<file path="config.mk">
export PLATFORM = sky130hd
export DESIGN_NAME = bus_init_index_registers
export DESIGN_NICKNAME = d
export VERILOG_FILES = /design/src/bus_init_index_registers.v
export VERILOG_INCLUDE_DIRS = /design/src
export SDC_FILE = /design/constraint.sdc
export NUM_CORES = 1
export LEC_CHECK = 0
export BUFFER_PORTS_ARGS = -buffer_cell sky130_fd_sc_hd__buf_2
export CAP_MARGIN = 20
export CORE_MARGIN = 5
export CORE_UTILIZATION = 35
export CTS_BUF_LIST = sky130_fd_sc_hd__clkbuf_2 sky130_fd_sc_hd__clkbuf_4 sky130_fd_sc_hd__clkbuf_8
export DETAILED_ROUTE_END_ITERATION = 7
export PLACE_DENSITY_LB_ADDON = 0.12
export SLEW_MARGIN = 20
export SYNTH_ARGS = -nofsm -noshare
export SYNTH_HDL_FRONTEND = slang
export SYNTH_SLANG_ARGS = --single-unit
</file>
<file path="constraint.sdc">
create_clock -name ref_clk -period 2.27 [get_ports ref_clk]
set_input_delay 0.227 -clock ref_clk [delete_from_list [all_inputs] [get_ports ref_clk]]
set_output_delay 0.227 -clock ref_clk [all_outputs]
set_load 0.01 [all_outputs]
</file>
<file path="src/bus_init_defines.vh">
// Purpose: constants for the bus-initialization index bank
// Assumes: 16-bit I/O address from the core, byte data
// Notes: index values are bank register indices
`ifndef BUS_INIT_DEFINES_VH
`define BUS_INIT_DEFINES_VH
`define IO_DECODE_MASK 10'h3FF
`define PTR_PORT_ADDR 10'h3D4
`define DATA_PORT_ADDR 10'h3D5
`define IDX_UNLOCK 8'h12
`define IDX_LOCK 8'h19
`define IDX_PRN_SEL 8'h20
`define PRN_SEL_RESET 2'h1
`define PRN_SEL_LSB 0
`define PRN_SEL_MSB 1
`define PRN_OFF 2'h0
`define PRN_3BX 2'h1
`define PRN_37X 2'h2
`define PRN_27X 2'h3
`define PRN_BASE_3BX 10'h3BC
`define PRN_BASE_37X 10'h378
`define PRN_BASE_27X 10'h278
`define PRN_SPAN_MASK 10'h3F8
`define PRN_BASE_NONE 10'h000
`define IDX_RESET 8'h00
`define RESERVED_READ 8'h00
`endif

</file>
<file path="src/bus_init_index_registers.v">
// Purpose: indexed bus-initialization bank behind ports 3D4h/3D5h
// Assumes: I/O strobes are one-cycle pulses from on-chip logic
// Notes: internal decode ignores address bits above bit 9
`include "bus_init_defines.vh"
`default_nettype none
module bus_init_index_registers (
  // clock and reset
  input wire ref_clk,
  input wire rst,
  // processor I/O cycle
  input wire [15:0] io_addr,
  input wire [7:0] io_wdata,
  input wire io_rd,
  input wire io_wr,
  // answer to the core
  output reg [7:0] io_rdata,
  output reg io_claim,
  // external bus side
  output reg ext_cycle,
  output reg [15:0] ext_addr,
  output reg [7:0] ext_data,
  output reg ext_data_oe,
  output reg ext_rd,
  output reg ext_wr,
  output reg ext_data_buffer_out_en,
  // configuration state and printer window hit
  output reg [1:0] printer_base_sel,
  output reg bank_unlocked,
  output reg bank_locked,
  output reg printer_port_hit
);

  // bank state and its next values
  reg [7:0] index_q;
  reg [7:0] index_d;
  reg [1:0] prn_sel_q;
  reg [1:0] prn_sel_d;
  reg unlock_q;
  reg unlock_d;
  reg lock_q;
  reg lock_d;

  // address decode
  wire [9:0] a10;
  wire hit_ptr;
  wire hit_data;
  wire bank_active;
  wire io_any;
  reg [9:0] prn_base;
  wire prn_hit;
  wire internal_acc;
  wire internal_any;
  wire even_rd_hidden;

  // bank strobes qualified by decode
  wire ptr_wr;
  wire data_rd;
  wire data_wr;
  wire unlock_rd;
  wire lock_wr;
  wire sel_wr;

  // mirror every 400h
  // upper bits ignored, so 7D5h also hits the data port;
  // a peripheral placed above 3FFh can collide with this bank
  assign a10 = io_addr[9:0] & `IO_DECODE_MASK;
  assign hit_ptr = (a10 == `PTR_PORT_ADDR);
  assign hit_data = (a10 == `DATA_PORT_ADDR);
  assign io_any = io_rd | io_wr;

  assign bank_active = !lock_q;
  assign internal_acc = bank_active && (hit_ptr || hit_data);

  // pointer write-only, data both ways
  // a read of the pointer port is claimed but changes nothing
  assign ptr_wr = bank_active && io_wr && hit_ptr;
  assign data_rd = bank_active && io_rd && hit_data;
  assign data_wr = bank_active && io_wr && hit_data;

  assign unlock_rd = data_rd && (index_q == `IDX_UNLOCK);

  // lock write, data value not checked
  // reserved bits are the caller's duty, so any value locks
  assign lock_wr = data_wr && unlock_q && (index_q == `IDX_LOCK);

  assign sel_wr = data_wr && unlock_q && (index_q == `IDX_PRN_SEL);

  always @* begin
    case (prn_sel_q)
      `PRN_3BX: prn_base = `PRN_BASE_3BX;
      `PRN_37X: prn_base = `PRN_BASE_37X;
      `PRN_27X: prn_base = `PRN_BASE_27X;
      default: prn_base = `PRN_BASE_NONE;
    endcase
  end

  // both sides masked, so 3BCh sits in its eight-byte window
  assign prn_hit = (prn_sel_q != `PRN_OFF) &&
                   ((a10 & `PRN_SPAN_MASK) ==
                    (prn_base & `PRN_SPAN_MASK));

  // printer window counts as internal too
  assign internal_any = internal_acc || prn_hit;

  // even internal reads stay off the outside lines
  assign even_rd_hidden = internal_any && io_rd && !io_addr[0];

  // pointer follows the last pointer write
  always @* begin
    index_d = index_q;
    if (ptr_wr)
      index_d = io_wdata;
  end

  always @* begin
    unlock_d = unlock_q;
    if (unlock_rd)
      unlock_d = 1'b1;
  end

  // lock sticky; bank ignored after it
  always @* begin
    lock_d = lock_q;
    if (lock_wr)
      lock_d = 1'b1;
  end

  always @* begin
    prn_sel_d = prn_sel_q;
    if (sel_wr)
      prn_sel_d = io_wdata[`PRN_SEL_MSB:`PRN_SEL_LSB];
  end

  always @(posedge ref_clk) begin
    if (rst) begin
      index_q <= `IDX_RESET;
      prn_sel_q <= `PRN_SEL_RESET;
      unlock_q <= 1'b0;
      lock_q <= 1'b0;
    end else begin
      index_q <= index_d;
      prn_sel_q <= prn_sel_d;
      unlock_q <= unlock_d;
      lock_q <= lock_d;
    end
  end

  // answer to the core, one cycle after the strobe
  always @(posedge ref_clk) begin
    if (rst) begin
      io_rdata <= `RESERVED_READ;
      io_claim <= 1'b0;
    end else begin
      // registers are write-only; reads return zero
      io_rdata <= `RESERVED_READ;
      io_claim <= io_any && internal_acc;
    end
  end

  always @(posedge ref_clk) begin
    if (rst) begin
      ext_cycle <= 1'b0;
      ext_addr <= 16'h0000;
      ext_data <= 8'h00;
      ext_data_oe <= 1'b0;
      ext_rd <= 1'b0;
      ext_wr <= 1'b0;
    end else begin
      ext_cycle <= io_any && !even_rd_hidden;
      ext_addr <= io_addr;
      ext_data <= io_wdata;
      ext_data_oe <= io_wr;
      ext_rd <= io_rd && !even_rd_hidden;
      ext_wr <= io_wr;
    end
  end

  // after lock the ports count as external
  always @(posedge ref_clk) begin
    if (rst)
      ext_data_buffer_out_en <= 1'b0;
    else
      ext_data_buffer_out_en <= io_any && !internal_any;
  end

  // levels load the next values, so they show one cycle
  // after the strobe, in step with the pulses
  always @(posedge ref_clk) begin
    if (rst) begin
      printer_base_sel <= `PRN_SEL_RESET;
      bank_unlocked <= 1'b0;
      bank_locked <= 1'b0;
    end else begin
      printer_base_sel <= prn_sel_d;
      bank_unlocked <= unlock_d;
      bank_locked <= lock_d;
    end
  end

  always @(posedge ref_clk) begin
    if (rst)
      printer_port_hit <= 1'b0;
    else
      printer_port_hit <= io_any && prn_hit;
  end

endmodule
`default_nettype wire

</file>
==> results of run 1 <==
power by group:
group,internal (mW),leakage (nW),switching [mW]
registers,0.763,0.346,0.00564
logic,0.0552,0.529,0.0713
clock network,0.257,0.0517,0.243
final timing paths:
| path | slack [ps] | end |
|---|---|---|
| max | 260 | ext_cycle |
| min | 140 | ext_addr[11] |
| max reg2reg | 260 | ext_cycle |
| min reg2reg | 500 | index_q[6] |
registers in the layout (all words and copies together), names as in the netlist:
name                    cells
io_claim                    1
ext_data_buffer_out_en      1
bank_locked                 1
ext_wr                      1
ext_addr                   16
index_q                     8
bank_unlocked               1
printer_base_sel            2
printer_port_hit            1
ext_cycle                   1
ext_data                    8
ext_rd                      1
cell usage in the layout (no fill, tap or decap), types with 4 or more instances in the layout:
master    synthesis  layout
nor2_1           15      15
conb_1            1       8
nor2b_1          25      25
nand2_1           4       4
inv_1             4       4
dfxtp_1          42      42
clkbuf_8          0       6
mux2i_1           8       8
buf_2             0      62
ha_1              5       5
area by class of cell:
type	instances	share of cell area (%)
Sequential cell	42	42.1
Multi-Input combinational cell	95	32.8
Timing Repair Buffer	64	16.3
Clock buffer	7	4.51
Tap cell	52	3.26
Inverter	4	0.752
Clock inverter	1	0.251
layer usage:
| metal | vias to the layer above | track usage [%] | wire length (µm) |
|---|---|---|---|
| li1 | 598 | - | - |
| met2 | 41 | 20.4 | 1660 |
| met4 | 0 | 4.72 | 47 |
| met1 | 510 | 14.9 | 1520 |
| met3 | 7 | 5.97 | 318 |
| met5 | - | 0 | 0 |
critical path: stages, from the launching register on:
cell and delay [ps]:
dfxtp_1 380, inv_1 110, ha_1 310, xor2_1 140, a2111o_1 400, o31ai_1 400, a31oi_1 130
kinds of logic (layout without fill, tap and decap cells):
group | count (synthesis) | after routing | share of synthesized area (%)
simple gates | 60 | 60 | 23.4
flops | 42 | 42 | 53.6
buf+inv | 17 | 76 | 6.22
compound gates | 9 | 9 | 4.47
mux | 9 | 9 | 5.83
fa+ha+maj | 5 | 5 | 3.99
xor+xnor | 4 | 4 | 2.24
other cells | 1 | 8 | 0.239
per-stage QoR:
step / setup slack (ps) / util, % / area, µm²
2_1_floorplan: 356 / - / 1590
3_3_place_gp: 357 / 43.7 / 1900
3_5_place_dp: 299 / 43.7 / 1900
4_1_cts: 259 / 45.9 / 2000
5_1_grt: 124 / 45.9 / 2000
6_report: 257 / 45.9 / 2000
==> run summary, run 1 <==
Max Slew Vio Count -> 0
die area -> 5920 µm²
area of the core -> 4350 µm²
antenna violations before repair -> 0
Root Buffer -> clkbuf_8
CTS tree -> yes
initial DRC count -> 94
insertion delay to the later sink of the worst-skew pair -> 290 ps
worst hold path class -> in2reg
final setup vio count -> 0
routed wire length per instance -> 13.4 µm
first-pass GRT wire length -> 6020 µm
FF+latch count, synth -> 42
Remaining DRCs -> 0
startpoint of the worst-slack reg-to-reg timing path -> printer_base_sel[0]
crit path max fanout -> 4
Worst Skew -> 9.05 ps
vias in the first global route -> 1248
Reg clk slew, reported paths -> 80 ps
leakage -> 0.927 nW
hold buffer count at cts -> 0
synth unique cells -> 34
Final Cycle Share -> 88.7%
routed vias -> 1156
status -> completed
Max-Cap Viols -> 0
area grow syn2layout -> 27.4%
Fill cells -> 432
RSZ-0062 raised after global routing -> false
endpoints failing hold -> 0
cells after synthesis -> 147
Starting Density -> 36.0%
Post-Syn Area -> 1570 µm²
yosys warns -> 0
crit end category -> register
WS Path Type -> reg2reg
Main synth FF type -> dfxtp_1
crit path from -> printer_base_sel[0]
dpl cells -> 257
final wirelength -> 3540 µm
Vias per Instance -> 4.36
Rows -> 24
Worst EP required -> 2430 ps
register area share after synthesis -> 53.6%
Register Area -> 841 µm²
IO Count -> 71
largest area contributor in the netlist -> dfxtp_1
Max VDD drop -> 0.000278 V
Hold WS -> 143 ps
Synth area leaders -> dfxtp_1 54%, nor2b_1 10%, mux2i_1 5.1%, buf_4 4.3%, ha_1 4.0%
Post-synth EDFFs -> 0
final instance count without filler cells -> 265
asr flop ratio synth -> 0%
hold path cells -> 2
fin nets -> 245
Fmax -> 0.497 GHz
gr usage total -> 12.8%
largest net degree at the start of global routing -> 25
Mean Syn Cell Area -> 10.7 µm²
Buffers on Ports -> 62
Startpoint Class -> register
Die Wd -> 76.9 µm
DRT antenna net count -> 0
most frequent cells after synthesis -> 42 x dfxtp_1, 25 x nor2b_1, 15 x nor2_1
count leader, synth -> dfxtp_1
origin of the worst min-delay path -> io_addr[11]
multi-input logic area -> 656 µm²
Final GP Congestion -> 0.884
clock buffer count from CTS -> 5
Setup TNS -> 0 ps
gr ovfl total -> 0
H-tree levels -> 2
Data arrival, critical path -> 2170 ps
CTS-repair resized insts -> 0
clock sink total -> 42
R2R cell count -> 6
share of cells above drive strength 1 -> 35.2%
Clock Tree Buf Depth -> 2
Pre-Repair DR Iteration Count -> 4
post-layout min period -> 2010 ps
total power -> 1.40 mW
post-CTS setup buffer count -> 0
DP HPWL -> 2780 µm
chip height -> 76.9 µm
# diodes -> 0
share of the synthesized area in the top cell type -> 53.6%
PD cells -> 699 nW/µm²
Power figures use the tool's default switching activity.
==> inputs of run 2 (changes only) <==
--- a/config.mk
+++ b/config.mk
@@ -7,7 +7,6 @@
 export NUM_CORES = 1
 export LEC_CHECK = 0
 export BUFFER_PORTS_ARGS = -buffer_cell sky130_fd_sc_hd__buf_2
-export CAP_MARGIN = 20
 export CORE_MARGIN = 5
 export CORE_UTILIZATION = 35
 export CTS_BUF_LIST = sky130_fd_sc_hd__clkbuf_2 sky130_fd_sc_hd__clkbuf_4 sky130_fd_sc_hd__clkbuf_8
==> constraint.sdc (replaced) <==
create_clock -name ref_clk -period 2.27 [get_ports ref_clk]
set_input_delay 0.454 -clock ref_clk [delete_from_list [all_inputs] [get_ports ref_clk]]
set_output_delay 0.454 -clock ref_clk [all_outputs]
set_load 0.01 [all_outputs]
==> run summary, run 2 (same netlist as run 1, synthesis figures left out) <==
WL met2 -> 1690 µm (+2.1%)
DRT antenna net count -> 0 (unchanged)
number of flip-flops under the largest register name -> 16 (unchanged)
area grow syn2layout -> 27.1%
clock buffer count from CTS -> 5 (unchanged)
most common cell after layout, fill and taps aside -> buf_2
Startpoint Class -> register
largest net degree at the start of global routing -> 21 (-16%)
post-layout min period -> 2060 ps (+44.6 ps)
met1 WL -> 1380 µm (-9.3%)
fin nets -> 246 (+0.41%)
clock sink total -> 42 (unchanged)
IO Count -> 71 (unchanged)
top flop regs -> ext_addr (16), ext_data (8), index_q (8)
combinational share of power -> 9.3% (+0.2 points)
final wirelength -> 3470 µm (-2.0%)
RSZ-0062 raised after global routing -> false
Sw Ratio -> 22.2% (-0.71 points)
Max Slew Vio Count -> 0 (unchanged)
post-CTS setup buffer count -> 0 (unchanged)
antenna violations before repair -> 0 (unchanged)
final setup vio count -> 0 (unchanged)
Fill cells -> 417 (-3.5%)
die area -> 5920 µm² (unchanged)
endpoints failing hold -> 0 (unchanged)
Die Wd -> 76.9 µm (unchanged)
H-tree levels -> 2 (unchanged)
switching pwr -> 0.301 mW (-5.9%)
CP max-delay cell -> o31ai_1
Reg clk slew, reported paths -> 70 ps (about the same)
routed wire length per instance -> 13.1 µm (-2.0%)
PD cells -> 680 nW/µm² (-2.7%)
hold buffer count at cts -> 0 (unchanged)
initial DRC count -> 38 (-60%)
P_int -> 1.05 mW (-2.0%)
area of the core -> 4350 µm² (unchanged)
Final Cycle Share -> 90.7% (+2.0 points)
Top Layer Used -> met4
DP HPWL -> 2700 µm (-2.6%)
CP bufs+invs -> 1 (unchanged)
Pre-Repair DR Iteration Count -> 4 (unchanged)
WS Path Type -> reg2reg
met3 WL -> 348 µm (+9.4%)
Worst EP required -> 2420 ps (about the same)
gr ovfl total -> 0 (unchanged)
Final GP Congestion -> 0.818 (-7.4%)
leakage -> 0.926 nW (-0.11%)
vias in the first global route -> 1230 (-1.4%)
Worst Skew -> 4.78 ps (-4.27 ps)
most frequent cells in the layout -> 62 x buf_2, 42 x dfxtp_1, 25 x nor2b_1, 15 x nor2_1
gr usage total -> 12.2% (-0.56 points)
critical path cell sequence -> inv_1 > ha_1 > xor2_1 > a2111o_1 > o31ai_1 > a31oi_1
Max VDD drop -> 0.000322 V (+16%)
Top reg by flops -> ext_addr
Starting Density -> 36.0% (unchanged)
worst hold path class -> in2reg
Buffers on Ports -> 62 (unchanged)
Top delay family on crit path -> compound AO/OA/AOI/OAI gates
Rows -> 24 (unchanged)
Fmax -> 0.486 GHz (-2.2%)
routed vias -> 1185 (+2.5%)
Vias per Instance -> 4.47 (+2.5%)
Post-Route Utilization -> 45.8% (-0.086 points)
Max-Cap Viols -> 0 (unchanged)
first-pass GRT wire length -> 5780 µm (-4.1%)
# diodes -> 0 (unchanged)
CTS tree -> yes
status -> completed
Setup TNS -> 0 ps (unchanged)
Root Buffer -> clkbuf_8
crit end category -> register
chip height -> 76.9 µm (unchanged)
share of cells above drive strength 1 -> 35.2% (unchanged)
Clk network pwr share -> 34.0% (-1.8 points)
CTS-repair resized insts -> 0 (unchanged)
Clock Tree Buf Depth -> 2 (unchanged)
crit path max fanout -> 4 (unchanged)
Data arrival, critical path -> 2210 ps (+40 ps)
sequential power share -> 56.7% (+1.6 points)
Remaining DRCs -> 0 (unchanged)
CP peak stage delay -> 430 ps (+30 ps)
insertion delay to the later sink of the worst-skew pair -> 280 ps (about the same)
run 2: area by class of cell:
type,instances,area [µm²],share of cell area [%]
Clock buffer,7,83.8,4.21
Inverter,4,15.0,0.753
Multi-Input combinational cell,95,656,32.9
Sequential cell,42,841,42.2
Tap cell,52,65.1,3.26
Timing Repair Buffer,65,333,16.7
run 2: routing by layer:
layer / vias up / global-route usage [%]
li1: 597 / -
met1: 541 / 13.1
met5: - / 0
met4: 0 / 6.47
met2: 42 / 20.4
met3: 5 / 5.04
run 2: path summary, 6_finish.rpt:
kind	start	end	slack, ps	cells past startpoint
min	io_addr[10]	ext_addr[10]	380	2
max	printer_base_sel[0]	ext_cycle	210	6
max reg2reg	printer_base_sel[0]	ext_cycle	210	6
min reg2reg	index_q[7]	index_q[7]	500	2
run 2: power by group through the flow:
stage,clock network (mW),registers [mW],logic (mW)
4_1_cts,0.491,0.768,0.129
2_1_floorplan,0,0.802,0.0573
6_report,0.461,0.769,0.126
5_1_grt,0.513,0.771,0.140
3_3_place_gp,0,0.786,0.127
3_5_place_dp,0,0.786,0.128
run 2: per-stage QoR:
step	instances	area (µm²)	hold slack, ps	total power [mW]	worst slack [ps]
after floorplan	154	1590	461	0.859	322
after global placement	258	1910	477	0.912	249
after detailed placement	258	1910	486	0.914	193
after CTS	265	1990	367	1.39	175
after global routing	265	1990	376	1.42	75.0
final	265	1990	382	1.36	212
==> inputs of run 3 (changes only) <==
==> constraint.sdc (replaced) <==
create_clock -name ref_clk -period 1.9 [get_ports ref_clk]
set_input_delay 0.38 -clock ref_clk [delete_from_list [all_inputs] [get_ports ref_clk]]
set_output_delay 0.38 -clock ref_clk [all_outputs]
set_load 0.01 [all_outputs]
==> run summary, run 3 (same netlist as run 1, synthesis figures left out) <==
status -> completed
clock sink total -> 42 (unchanged)
Starting Density -> 36.0% (unchanged)
initial DRC count -> 44 (+16%)
R2R cell count -> 4 (-2)
Final Cycle Share -> 94.3% (+3.6 points)
insertion delay to the later sink of the worst-skew pair -> 290 ps (about the same)
switching pwr -> 0.377 mW (+25%)
number of flip-flops under the largest register name -> 16 (unchanged)
Startpoint Class -> register
gr ovfl total -> 0 (unchanged)
crit path max fanout -> 3 (-1)
Worst EP required -> 2080 ps (-340 ps)
hold path cells -> 2 (unchanged)
gr usage total -> 11.8% (-0.44 points)
top flop regs -> ext_addr (16), ext_data (8), index_q (8)
Remaining DRCs -> 0 (unchanged)
WS Path Type -> reg2reg
# diodes -> 0 (unchanged)
CTS tree -> yes
Buffers on Ports -> 62 (unchanged)
Max VDD drop -> 0.000351 V (+9.0%)
endpoints failing hold -> 0 (unchanged)
Fmax -> 0.558 GHz (+15%)
area grow syn2layout -> 32.6%
antenna violations before repair -> 0 (unchanged)
sequential power share -> 56.3% (-0.4 points)
Post-Route Utilization -> 47.7% (+2.0 points)
fin area -> 2080 µm² (+4.3%)
Top reg by flops -> ext_addr
total power -> 1.63 mW (+20%)
origin of the worst min-delay path -> io_addr[13]
post-layout min period -> 1790 ps (-267 ps)
H-tree levels -> 2 (unchanged)
die area -> 5920 µm² (unchanged)
combinational share of power -> 9.5% (+0.2 points)
Max-Cap Viols -> 0 (unchanged)
area of the core -> 4350 µm² (unchanged)
most frequent cells in the layout -> 62 x buf_2, 42 x dfxtp_1, 25 x nor2b_1, 15 x nor2_1, 9 x buf_4
Pre-Repair DR Iteration Count -> 4 (unchanged)
hold buffer count at cts -> 0 (unchanged)
startpoint of the worst-slack reg-to-reg timing path -> bank_locked
Clock Tree Buf Depth -> 2 (unchanged)
Final GP Congestion -> 0.780 (-4.7%)
P_int -> 1.25 mW (+19%)
Clk network pwr share -> 34.2% (+0.2 points)
final instance count without filler cells -> 273 (+3.0%)
Die Wd -> 76.9 µm (unchanged)
Worst Skew -> 6.39 ps (+1.61 ps)
crit end category -> register
fin nets -> 253 (+2.8%)
dpl ws -> -66.7 ps (-259 ps)
most common cell after layout, fill and taps aside -> buf_2
Reg clk slew, reported paths -> 80 ps (about the same)
r2r setup slk -> 110 ps (-100 ps)
Setup TNS -> 0 ps (unchanged)
dpl cells -> 265 (+2.7%)
routed vias -> 1212 (+2.3%)
IO Count -> 71 (unchanged)
Rows -> 24 (unchanged)
Root Buffer -> clkbuf_8
Vias per Instance -> 4.44 (-0.72%)
Max Slew Vio Count -> 0 (unchanged)
vias in the first global route -> 1217 (-1.1%)
largest net degree at the start of global routing -> 22 (+4.8%)
leakage -> 0.971 nW (+4.8%)
Fill cells -> 427 (+2.4%)
PD cells -> 784 nW/µm² (+15%)
final worst setup slack -> 109 ps (-103 ps)
RSZ-0062 raised after global routing -> false
final setup vio count -> 0 (unchanged)
final wirelength -> 3310 µm (-4.8%)
worst hold path class -> in2reg
chip height -> 76.9 µm (unchanged)
clock buffer count from CTS -> 5 (unchanged)
Sw Ratio -> 23.1% (+0.89 points)
DP HPWL -> 2720 µm (+0.51%)
share of cells above drive strength 1 -> 38.0% (+2.8 points)
DRT antenna net count -> 0 (unchanged)
routed wire length per instance -> 12.1 µm (-7.5%)
worst hold endpoint -> ext_addr[13]
R2R Path End -> printer_base_sel[1]
Hold WS -> 297 ps (-85.1 ps)
placed instance area -> 1980 µm² (+3.7%)
first-pass GRT wire length -> 5620 µm (-2.8%)
Data arrival, critical path -> 1970 ps (-240 ps)
run 3: cell count changes in the layout (fill, tap and decap cells not counted), sizes merged:
cell	before	now
clkbuf	7	6
clkinv	0	2
buf	65	72
run 3: critical path, stage by stage, from the launching register on:
cell	delay (ps)
dfxtp_1	320
or4b_4	570
nor4b_2	250
and3_1	220
mux2_1	320
run 3: cell type report:
class	instances	area (µm²)	share of cell area (%)
Sequential cell	42	841	40.5
Tap cell	52	65.1	3.13
Clock buffer	6	76.3	3.67
Clock inverter	2	13.8	0.662
Multi-Input combinational cell	95	669	32.2
Timing Repair Buffer	72	398	19.1
Inverter	4	15.0	0.722
run 3: repair_timing:
item	4_1_cts	5_1_grt
gates resized for setup	0	1
buffers inserted	0	0
endpoints found under the setup margin	0	3
run 3: per-layer routing:
layer,GRT usage [%],share of wire (%),vias up
met2,19.9,51,40
li1,-,-,617
met4,4.20,1.3,0
met3,5.62,9.5,5
met1,12.7,39,550
met5,0,0,-
run 3: worst max path at each step:
stage | from | end | slack [ps]
after floorplan | printer_base_sel[0] | ext_cycle | 20
after global placement | io_addr[3] | printer_base_sel[1] | -50
after detailed placement | io_addr[3] | printer_base_sel[1] | -70
after CTS | printer_base_sel[1] | ext_cycle | 20
after global routing | bank_locked | printer_base_sel[1] | 0.1
final | bank_locked | printer_base_sel[1] | 110
run 3: power groups by stage:
stage               registers [mW]  clock network [mW]  logic (mW)
floorplan                    0.958                   0      0.0690
global route                 0.923               0.645       0.170
finish                       0.919               0.557       0.155
global placement             0.938                   0       0.155
detailed placement           0.940                   0       0.156
CTS                          0.919               0.589       0.156
